[config.mk]
export PLATFORM = sky130hd
export DESIGN_NAME = urp_rx
export DESIGN_NICKNAME = d
export VERILOG_FILES = /design/src/hdl/urp_rx.v
export VERILOG_INCLUDE_DIRS = /design/src /design/src/hdl
export SDC_FILE = /design/constraint.sdc
export NUM_CORES = 1
export LEC_CHECK = 0
export ABC_AREA = 0
export BUFFER_PORTS_ARGS = -buffer_cell sky130_fd_sc_hd__buf_2
export CAP_MARGIN = 20
export CORE_MARGIN = 10
export CORE_UTILIZATION = 51
export CTS_CLUSTER_SIZE = 40
export DETAILED_ROUTE_END_ITERATION = 12
export PLACE_DENSITY = 0.79
export RECOVER_POWER = 100
export SLEW_MARGIN = 5
export SYNTH_ARGS = -nofsm -noshare
export SYNTH_HDL_FRONTEND = slang
export SYNTH_SLANG_ARGS = --single-unit
export TNS_END_PERCENT = 5
[constraint.sdc]
create_clock -name mclk -period 2.9 [get_ports mclk]
set_clock_uncertainty 0.1 [all_clocks]
set_input_delay 0 -clock mclk [delete_from_list [all_inputs] [get_ports mclk]]
set_output_delay 0 -clock mclk [all_outputs]
set_load 0.02 [all_outputs]
[src/hdl/urp_defs.vh]
`ifndef URP_DEFS_VH
`define URP_DEFS_VH

// ----------------------------------------------------------------------------
// Register byte offsets.
// ----------------------------------------------------------------------------
`define URP_OFS_DATA        5'h00
`define URP_OFS_STATUS      5'h04
`define URP_OFS_CTRL        5'h08
`define URP_OFS_IRQ_STAT    5'h0C
`define URP_OFS_IRQ_MASK    5'h10

// ----------------------------------------------------------------------------
// Field positions.
// ----------------------------------------------------------------------------
`define URP_CTRL_RX_EN      0
`define URP_CTRL_ODD        1
`define URP_CTRL_CHECK_EN   2
`define URP_STAT_PE         2
`define URP_STAT_FE         4
`define URP_STAT_BUSY       6
`define URP_STAT_RXC        7
`define URP_IRQ_RXC         0
`define URP_IRQ_PE          1

// ----------------------------------------------------------------------------
// Reset values and frame geometry.
// ----------------------------------------------------------------------------
`define URP_CTRL_RST        3'h0
`define URP_MASK_RST        2'h0
`define URP_DATA_BITS       4'h8
`define URP_BUF_DEPTH       2'h2
`define URP_WAIT_CYCLES     1

`endif

[src/hdl/urp_rx.v]
// Local design decisions: the register addresses and the Avalon-MM register port.
`timescale 1ns/1ps
`include "urp_defs.vh"

module urp_rx
(
    input  wire        mclk,
    input  wire        resetn,
    // Avalon-MM slave.
    input  wire [4:0]  avs_address,
    input  wire        avs_read,
    input  wire        avs_write,
    input  wire [31:0] avs_writedata,
    input  wire [3:0]  avs_byteenable,
    output wire        avs_waitrequest,
    output wire [31:0] avs_readdata,
    // Serial input pin and its hand-over to the port function.
    input  wire        rxd_pin,
    output wire        rxd_line,
    output wire        rxd_pin_override,
    // Bits delivered by the clock and data recovery unit.
    input  wire        frame_start,
    input  wire        bit_strobe,
    input  wire        bit_value,
    output wire        receiver_enable_bit,
    output wire        rx_busy,
    output wire        irq
);

    // ------------------------------------------------------------------------
    // Declarations.
    // ------------------------------------------------------------------------
    // Register file and bus slave.
    reg  [2:0]  ctrl_q;
    reg  [1:0]  irq_mask_q;
    reg  [1:0]  irq_stat_q;
    reg  [1:0]  irq_stat_d;
    reg         ack_q;
    reg  [31:0] rdata_q;
    reg  [7:0]  status_word;
    // Pin synchroniser.
    reg  [2:0]  pin_sync_q;
    reg         line_q;
    // Frame assembly.
    reg         busy_q;
    reg  [3:0]  bit_cnt_q;
    reg  [7:0]  shift_q;
    reg         par_bit_q;
    reg         chk_q;
    // Receive buffer.
    reg  [9:0]  buf_mem [0:1];
    reg         rd_ptr_q;
    reg         wr_ptr_q;
    reg  [1:0]  count_q;
    // Combinational glue.
    wire        req;
    wire        acc;
    wire        wr_ok;
    wire        ctrl_wr;
    wire        mask_wr;
    wire        stat_wr;
    wire        pop;
    wire        push;
    wire        accept;
    wire        last_bit;
    wire        mismatch;
    wire [9:0]  head;
    wire        parity_check_enable_bit;
    wire        parity_odd_select_bit;
    wire        receive_complete_flag;
    wire        parity_error_flag;
    wire        frame_error_flag;

    // Even parity is a zero XOR over data and parity bit, odd parity a one.
    function parity_bad;
        input [7:0] data;
        input       par;
        input       odd;
        begin
            parity_bad = ((^data) ^ par) != odd;
        end
    endfunction

    // Decodes one register offset; the read mux, the write path and the pop
    // all go through here so that they can never disagree on the map.
    function addr_hit;
        input [4:0] addr;
        input [4:0] offset;
        begin
            addr_hit = (addr == offset);
        end
    endfunction

    // A finished frame enters the buffer when there is room, or when the head
    // leaves in the same cycle and frees the slot that the frame lands in.
    function buf_accept;
        input       fin;
        input [1:0] fill;
        input       leaving;
        begin
            buf_accept = fin & ((fill != `URP_BUF_DEPTH) | leaving);
        end
    endfunction

    // ------------------------------------------------------------------------
    // Bus slave: one wait state, so every access completes on the second edge.
    // ------------------------------------------------------------------------
    assign req             = avs_read | avs_write;
    assign acc             = req & ack_q;
    assign wr_ok           = avs_write & acc & avs_byteenable[0];
    assign avs_waitrequest = req & ~ack_q;
    assign avs_readdata    = rdata_q;

    // Write strobes per register, each fired only at the completing edge.
    assign ctrl_wr = wr_ok & addr_hit(avs_address, `URP_OFS_CTRL);
    assign mask_wr = wr_ok & addr_hit(avs_address, `URP_OFS_IRQ_MASK);
    assign stat_wr = wr_ok & addr_hit(avs_address, `URP_OFS_IRQ_STAT);

    // Control fields as the rest of the port sees them.
    assign receiver_enable_bit     = ctrl_q[`URP_CTRL_RX_EN];
    assign parity_odd_select_bit   = ctrl_q[`URP_CTRL_ODD];
    assign parity_check_enable_bit = ctrl_q[`URP_CTRL_CHECK_EN];

    // Status seen by software always describes the oldest unread entry.
    assign head                  = buf_mem[rd_ptr_q];
    assign receive_complete_flag = (count_q != 2'h0);
    assign parity_error_flag     = receive_complete_flag & head[9];
    assign frame_error_flag      = receive_complete_flag & head[8];

    // The entry is consumed only when the data read actually completes.
    assign pop = avs_read & acc & addr_hit(avs_address, `URP_OFS_DATA) & receive_complete_flag;

    // Status byte built from the field positions; unused bits read zero.
    always @*
    begin
        status_word                 = 8'h00;
        status_word[`URP_STAT_RXC]  = receive_complete_flag;
        status_word[`URP_STAT_BUSY] = busy_q;
        status_word[`URP_STAT_FE]   = frame_error_flag;
        status_word[`URP_STAT_PE]   = parity_error_flag;
    end

    // Acknowledge toggles so back-to-back requests each see a wait state.
    always @(posedge mclk or negedge resetn)
    begin
        if (!resetn)
            ack_q <= 1'b0;
        else
            ack_q <= req & ~ack_q;
    end

    // Read data is captured in the wait cycle and stands at the completing edge.
    // Reading an empty buffer returns zero, and pops a frame only if one lands in the wait cycle.
    always @(posedge mclk or negedge resetn)
    begin
        if (!resetn)
            rdata_q <= 32'h0000_0000;
        else if (avs_read & ~ack_q)
        begin
            if (addr_hit(avs_address, `URP_OFS_DATA))
                rdata_q <= {24'h00_0000, receive_complete_flag ? head[7:0] : 8'h00};
            else if (addr_hit(avs_address, `URP_OFS_STATUS))
                rdata_q <= {24'h00_0000, status_word};
            else if (addr_hit(avs_address, `URP_OFS_CTRL))
                rdata_q <= {29'h0000_0000, ctrl_q};
            else if (addr_hit(avs_address, `URP_OFS_IRQ_STAT))
                rdata_q <= {30'h0000_0000, irq_stat_q};
            else if (addr_hit(avs_address, `URP_OFS_IRQ_MASK))
                rdata_q <= {30'h0000_0000, irq_mask_q};
            else
                rdata_q <= 32'h0000_0000;
        end
    end

    // Control and mask registers; interrupt status writes clear events, writes to other offsets are ignored.
    always @(posedge mclk or negedge resetn)
    begin
        if (!resetn)
        begin
            ctrl_q     <= `URP_CTRL_RST;
            irq_mask_q <= `URP_MASK_RST;
        end
        else
        begin
            if (ctrl_wr)
                ctrl_q <= avs_writedata[2:0];
            if (mask_wr)
                irq_mask_q <= avs_writedata[1:0];
        end
    end

    // ------------------------------------------------------------------------
    // Serial pin: three-stage synchroniser, a change counts once two agree.
    // ------------------------------------------------------------------------
    // The first stage may go metastable, so only stages two and three are
    // compared: a level must stand two clocks before the filter follows it.
    // All stages reset to the idle level so no false edge follows reset.
    always @(posedge mclk or negedge resetn)
    begin
        if (!resetn)
        begin
            pin_sync_q <= 3'h7;
            line_q     <= 1'b1;
        end
        else
        begin
            pin_sync_q <= {pin_sync_q[1:0], rxd_pin};
            if (pin_sync_q[1] == pin_sync_q[2])
                line_q <= pin_sync_q[2];
        end
    end

    // Idle level is shown while the receiver has let go of the pin.
    assign rxd_line         = receiver_enable_bit ? line_q : 1'b1;
    assign rxd_pin_override = receiver_enable_bit;

    // ------------------------------------------------------------------------
    // Frame assembly: data bits LSB first, parity bit if checking, stop bit.
    // ------------------------------------------------------------------------
    // The parity bit is expected only while checking is on, so the last bit
    // index moves with the check-enable setting latched at frame start.
    assign last_bit = chk_q ? (bit_cnt_q == `URP_DATA_BITS + 4'h1)
                            : (bit_cnt_q == `URP_DATA_BITS);
    assign push     = busy_q & bit_strobe & last_bit & receiver_enable_bit;
    assign accept   = buf_accept(push, count_q, pop);
    assign mismatch = chk_q & parity_bad(shift_q, par_bit_q, parity_odd_select_bit);
    assign rx_busy  = busy_q;

    always @(posedge mclk or negedge resetn)
    begin
        if (!resetn)
        begin
            busy_q    <= 1'b0;
            bit_cnt_q <= 4'h0;
            shift_q   <= 8'h00;
            par_bit_q <= 1'b0;
            chk_q     <= 1'b0;
        end
        else if (!receiver_enable_bit)
        begin
            // Partial frame is dropped on the spot.
            busy_q    <= 1'b0;
            bit_cnt_q <= 4'h0;
        end
        else if (frame_start)
        begin
            // Check enable is captured here so that a change in mid-frame
            // cannot move the position of the parity bit.
            busy_q    <= 1'b1;
            bit_cnt_q <= 4'h0;
            chk_q     <= parity_check_enable_bit;
        end
        else if (busy_q & bit_strobe)
        begin
            // Data shifts in LSB first; the bit after the data is parity when checked.
            if (bit_cnt_q < `URP_DATA_BITS)
                shift_q <= {bit_value, shift_q[7:1]};
            else if (chk_q & (bit_cnt_q == `URP_DATA_BITS))
                par_bit_q <= bit_value;
            if (last_bit)
                busy_q <= 1'b0;
            bit_cnt_q <= bit_cnt_q + 4'h1;
        end
    end

    // ------------------------------------------------------------------------
    // Two-entry receive buffer: {parity error, frame error, data}.
    // ------------------------------------------------------------------------
    // A frame arriving with both entries full and no pop in that cycle is lost;
    // no overrun is reported. A pop and a push in the same cycle both take effect.
    always @(posedge mclk)
    begin
        if (accept)
            buf_mem[wr_ptr_q] <= {mismatch, ~bit_value, shift_q};
    end

    always @(posedge mclk or negedge resetn)
    begin
        if (!resetn)
        begin
            rd_ptr_q <= 1'b0;
            wr_ptr_q <= 1'b0;
            count_q  <= 2'h0;
        end
        else if (!receiver_enable_bit)
        begin
            // All unread entries are discarded while disabled.
            rd_ptr_q <= 1'b0;
            wr_ptr_q <= 1'b0;
            count_q  <= 2'h0;
        end
        else
        begin
            // Pointers and fill level move on the same edge, so the complete
            // flag never runs ahead of the entry it announces.
            if (pop)
                rd_ptr_q <= ~rd_ptr_q;
            if (accept)
                wr_ptr_q <= ~wr_ptr_q;
            if (accept && !pop)
                count_q <= count_q + 2'h1;
            else if (pop && !accept)
                count_q <= count_q - 2'h1;
        end
    end

    // ------------------------------------------------------------------------
    // Interrupts: sticky events, write one to clear, a new event wins.
    // ------------------------------------------------------------------------
    always @*
    begin
        irq_stat_d = irq_stat_q;
        if (stat_wr)
            irq_stat_d = irq_stat_q & ~avs_writedata[1:0];
        if (push)
            irq_stat_d[`URP_IRQ_RXC] = 1'b1;
        if (push && mismatch)
            irq_stat_d[`URP_IRQ_PE] = 1'b1;
    end

    // Sticky event register.
    always @(posedge mclk or negedge resetn)
    begin
        if (!resetn)
            irq_stat_q <= 2'h0;
        else
            irq_stat_q <= irq_stat_d;
    end

    // Level output: stays high until software clears or masks every source.
    assign irq = |(irq_stat_q & irq_mask_q);

endmodule // urp_rx

; Word level (Yosys, flattened, before mapping)
; Memory sizes are Yosys's and may differ from the RTL's.
; Cells that the tools add are included.
[word_totals]
register_bits = 63
latchBits = 0
ram_bits = 20
romBits = 0
input_bits = 49
out_inout_bits = 38
word_cells = 108
n_memories = 1
[op_classes]
n_addsub = 3
n_mul = 0
div_mod_pow = 0
n_lt_le_gt_ge = 1
n_eq_ne = 14
n_shift = 0
muxes = 27
bitwise = 31
n_reduce_logical = 15
[memory_table]
columns = name, words, width, read_ports, rd_ports_with_merged_regs, write_ports, line_no
row1 = buf_mem, 2, 10, 1, 0, 1, urp_rx.v:51  ; reg [9:0] buf_mem [0:1];
[ops]
columns = operator, count
row1 = 8-bit two-way mux, 3
row2 = 1-bit AND, 19
row3 = 1-bit two-way mux, 14
row4 = 2-bit two-way mux, 6
row5 = 4-bit two-way mux, 3
row6 = "5-bit by 4-bit equality test with 1-bit output, second input constant", 2
row7 = "4-bit equality test, second input constant", 2
row8 = 8-bit XOR reduction, 1
row9 = "3-bit by 2-bit inequality test with 1-bit output, second input constant", 2
row10 = 1-bit inverter, 6
row11 = 2-bit nonzero test, 3
row12 = "5-bit by 3-bit equality test with 1-bit output, second input constant", 1
row13 = "5-bit equality test, second input constant", 1
row14 = 5-bit zero test, 1
row15 = 5-bit AND reduction, 1
row16 = "4-bit by 1-bit adder with 4-bit output, second input constant", 1
row17 = 2-bit AND, 2
row18 = "4-bit less-than comparator, second input constant", 1
row19 = "2-bit by 1-bit inequality test with 1-bit output, second input constant", 2
row20 = 2-bit AND reduction, 2
row21 = 4-bit AND reduction, 1
row22 = 1-bit logical AND, 3
row23 = 3-bit two-way mux, 1
row24 = "3-bit by 1-bit inequality test with 1-bit output, second input constant", 1
row25 = other kinds (10), 12

; Depth between registers and ports, before layout
[depth]
ltp_word = 12
depth_mapped = 6
depth_no_buf = 6

; Worst setup path before layout
; OpenSTA, ideal clock, no wires.
[synth_timing]
path_type = register to register
startpoint = reg busy_q (netlist: rx_busy)
endpoint = mem buf_mem[1][0], enable pin
setup_time_ps = 407
t_arrival_ps = 2085
t_required_ps = 2393
setup_slack_ps = 308
stages_incl_launch_ff = 4
n_path_buf = 0
period_less_slack_ps = 2592
path_cell_list = dfrtp_1 > and4b_1 > nand2_1 > nor4b_1
[synth_between]
elab_chain_cells = 6
[synth_rtl]
columns = element, line_no
row1 = from (decl), urp_rx.v:45  ; reg busy_q;
row2 = from (signal assigned), urp_rx.v:233  ; busy_q <= 1'b0;
row3 = from (signal assigned), urp_rx.v:242  ; busy_q <= 1'b0;
row4 = from (signal assigned), urp_rx.v:249  ; busy_q <= 1'b1;
row5 = 1-bit AND (3 in series), urp_rx.v:224  ; assign push = busy_q & bit_strobe & last_bit & receiver_enable_bit;
row6 = 1-bit AND, urp_rx.v:101  ; buf_accept = fin & ((fill != `URP_BUF_DEPTH) | leaving);
row7 = 1-bit two-way mux, urp_rx.v:273  ; if (accept)
row8 = 1-bit two-way mux (implied by the code), urp_rx.v:274  ; buf_mem[wr_ptr_q] <= {mismatch, ~bit_value, shift_q};
row9 = to (decl), urp_rx.v:51
; No other way between the ends.

; Worst setup path after layout
[layout_timing]
startpoint = reg bit_cnt_q[0]
endpoint = mem buf_mem[0][9], enable pin
[layout_between]
elab_chain_cells = 7
elab_cells_between_ends = 8
cone_classes = eq/ne (2) / mux (3) / bitwise (3)
[layout_rtl]
columns = element, line_no
row1 = from (decl), urp_rx.v:46  ; reg [3:0] bit_cnt_q;
row2 = from (signal assigned), urp_rx.v:262  ; bit_cnt_q <= bit_cnt_q + 4'h1;
row3 = 4-bit equality test (on tied branches), --
row4 = 1-bit two-way mux *, urp_rx.v:222  ; assign last_bit = chk_q ? (bit_cnt_q == `URP_DATA_BITS + 4'h1)
row5 = 1-bit AND * (2 in series), urp_rx.v:224
row6 = 1-bit AND *, urp_rx.v:101
row7 = 1-bit two-way mux *, urp_rx.v:273
row8 = 1-bit two-way mux (implied by the code) *, urp_rx.v:274
; Mark *: on every way between the ends. The rest lies on a longest branch, timed or not.

==> results_dict.tcl <==
set metrics [dict create \
    slew_violations 0 \
    cp-end-kind "flop" \
    fin_crit_sh_pct 75.6 \
    avgSynthCellArea_sq_um 12.1 \
    yosysWarnings 0 \
    ys_ff_latch 59 \
    num_antenna_cells 0 \
    routed-via-count 1897 \
    die_area_sq_um 9050 \
    place_hpwl_um 3960 \
    clk_pin_slew_ns 0.07 \
    grt_pass1_vias 1897 \
    tightest_slew_ns 0.903 \
    grt_pass1_wl_um 8850 \
    antenna_found_initial 0 \
    p_leak_nw 1.36 \
    hold_class "in -> reg" \
    wl_per_cell_um 15.1 \
    grt.overflow.total 0 \
    final_net_count 338 \
    slew_headroom_pct 39.8 \
    fillers 463 \
    seqCellArea_sq_um 1580 \
    grt_max_degree 40 \
    fp.dieW_um 95.1 \
    synth.distinct_cells 52 \
    htree_levels 3 \
    layout-drive-gt1-share_pct 19.2 \
    cts_tree "yes" \
    power.density_nw_per_um2 528 \
    ioPinCount 87 \
    dr.pass1.iters 4 \
    synth-seq-area-share_pct 55.0 \
    insertion_delay_ns 0.33 \
    cp.required_ns 2.77 \
    arrival_ns 2.06 \
    multi_input_area_sq_um 1130 \
    max_clock_freq_mhz 456 \
    ant_nets 0 \
    syn_area_sq_um 2880 \
    cp_cell_sequence "inv_1 -> ha_1 -> mux2_2 -> nand2_1 -> nor4_1 -> clkbuf_1" \
    vdd_ir_drop_max_mv 0.390 \
    cp-start-kind "flop" \
    cap_viol_max_count 0 \
    final_cell_mix "35 x dfrtp_1, 24 x conb_1, 20 x edfxtp_1" \
    setup_ws_ns 0.708 \
    wirelength_um 5490 \
    drcViolationCount 0 \
    cts_root_buffer "clkbuf_8" \
    postSynthCellCount 238 \
    cpMaxStageDelayCell "clkbuf_1" \
    synth-async-reset-ratio_pct 66.1 \
    clock-sinks 59 \
    setup_viol 0 \
    core-area_sq_um 5510 \
    final_common_cell "dfrtp_1" \
    pre_cts_ws_ns 1.03 \
    drt-initial-drc-count 113 \
    period_needed_ns 2.19 \
    rsz0062_at_grt "false" \
    critPathKind "reg -> reg" \
    die_h_um 95.1 \
    drt-vias-per-instance 5.23 \
    synthFlopType "dfrtp_1" \
    critPathMaxFanout 10 \
    fin_setup_tns_ns 0 \
    io_buffers 30 \
    cts_setup_buffers 0 \
    syn_to_final_growth_pct 14.2 \
    status "completed" \
    gp_congestion 0.801 \
    grt_usage_pct 12.6 \
    start_util_pct 52.3 \
    synth_edf_count 20 \
    cts_inserted_buffers 9 \
    cpPeakStageDelay_ns 0.49 \
    clk_path_buf_depth 2 \
    final_hold_viol_count 0 \
    rows 27 \
    totalPowerFinal_mw 1.73 \
]
## cell families after synthesis
logic type / Yosys count / synth area share [%]
compound gates: 37 / 8.39
xor+xnor: 11 / 3.83
fa+ha+maj: 4 / 1.65
buf+inv: 39 / 8.96
flops: 59 / 55.0
mux: 27 / 10.3
other cells: 1 / 0.130
simple gates: 60 / 11.8
## critical path, delay by kind of cell (launching register included)
family	cells	cell delay (ns)
buffers and inverters	2	0.60
DFF	1	0.42
and+or+nand+nor	2	0.38
adders and majority gates	1	0.17
muxes	1	0.16
## per-stage QoR
stage	std cells	area, sq um	hold WS (ns)	util, %
global route	363	3290	0.0293	59.7
CTS	363	3310	0.00367	60.1
finish	363	3290	0.0187	59.7
floorplan	261	2960	-0.396	-
global placement	336	3010	0.00485	54.6
detailed placement	336	3010	0.00703	54.6
## final cells by class
class	instances	share of cell area, %
Timing Repair Buffer	44	7.81
Tap cell	72	2.74
Sequential cell	59	48.1
Clock inverter	7	2.09
Multi-Input combinational cell	163	34.4
Inverter	9	1.03
Clock buffer	9	3.77
## report_power, final
part | internal [mW] | total [mW] | switching, mW
Combinational | 0.0420 | 0.130 | 0.0883
Clock | 0.392 | 0.714 | 0.321
Sequential | 0.874 | 0.889 | 0.0150
Total | 1.31 | 1.73 | 0.425
## state kept, by name, summed over array words and instances, names as in the netlist, 2 cells and up
register      cells
count_q           2
shift_q           8
buf_mem          20
avs_readdata      8
ctrl_q            3
bit_cnt_q         4
irq_stat_q        2
pin_sync_q        3
irq_mask_q        2
## metal layers
metal  track usage [%]  share of wire (%)
met5                 0                  0
met4              6.86                3.4
met3              4.95                 11
met2              20.3                 46
met1              14.1                 40
## repair_timing
| item | in CTS | in global routing |
|---|---|---|
| hold endpoints to repair | 52 | 0 |
| endpoints found under the setup margin | 0 | 0 |
| hold buffers | 11 | 0 |
| gates resized for setup | 0 | 0 |
## synthesized netlist by cell type (all sizes together) (4+ instances only)
cell    instances  area (sq um)
dfstp           4           105
a21oi           7          35.0
mux2i           9          90.1
inv             9          33.8
buf            29           220
nor3            4          36.3
nand3           5          25.0
nand2b          4          25.0
nand4           4          25.0
xnor2           8          70.1
nor2           13          48.8
edfxtp         20           601
o21ai          13          65.1
mux2           18           206
dfrtp          35           876
nand2          14          55.1
## path summary, 6_finish.rpt
kind | slack (ns) | cells past startpoint | start | to
max | 0.71 | 6 | bit_cnt_q[0] | buf_mem[0][9]
min reg2reg | 0.26 | 0 | pin_sync_q[0] | pin_sync_q[1]
min in group asynchronous | 0.24 | 2 | resetn | shift_q[2]
max in group asynchronous | 1.90 | 2 | resetn | rd_ptr_q
max reg2reg | 0.71 | 6 | bit_cnt_q[0] | buf_mem[0][9]
min | 0.02 | 3 | avs_address[2] | avs_readdata[7]
Power figures use the tool's default switching activity.
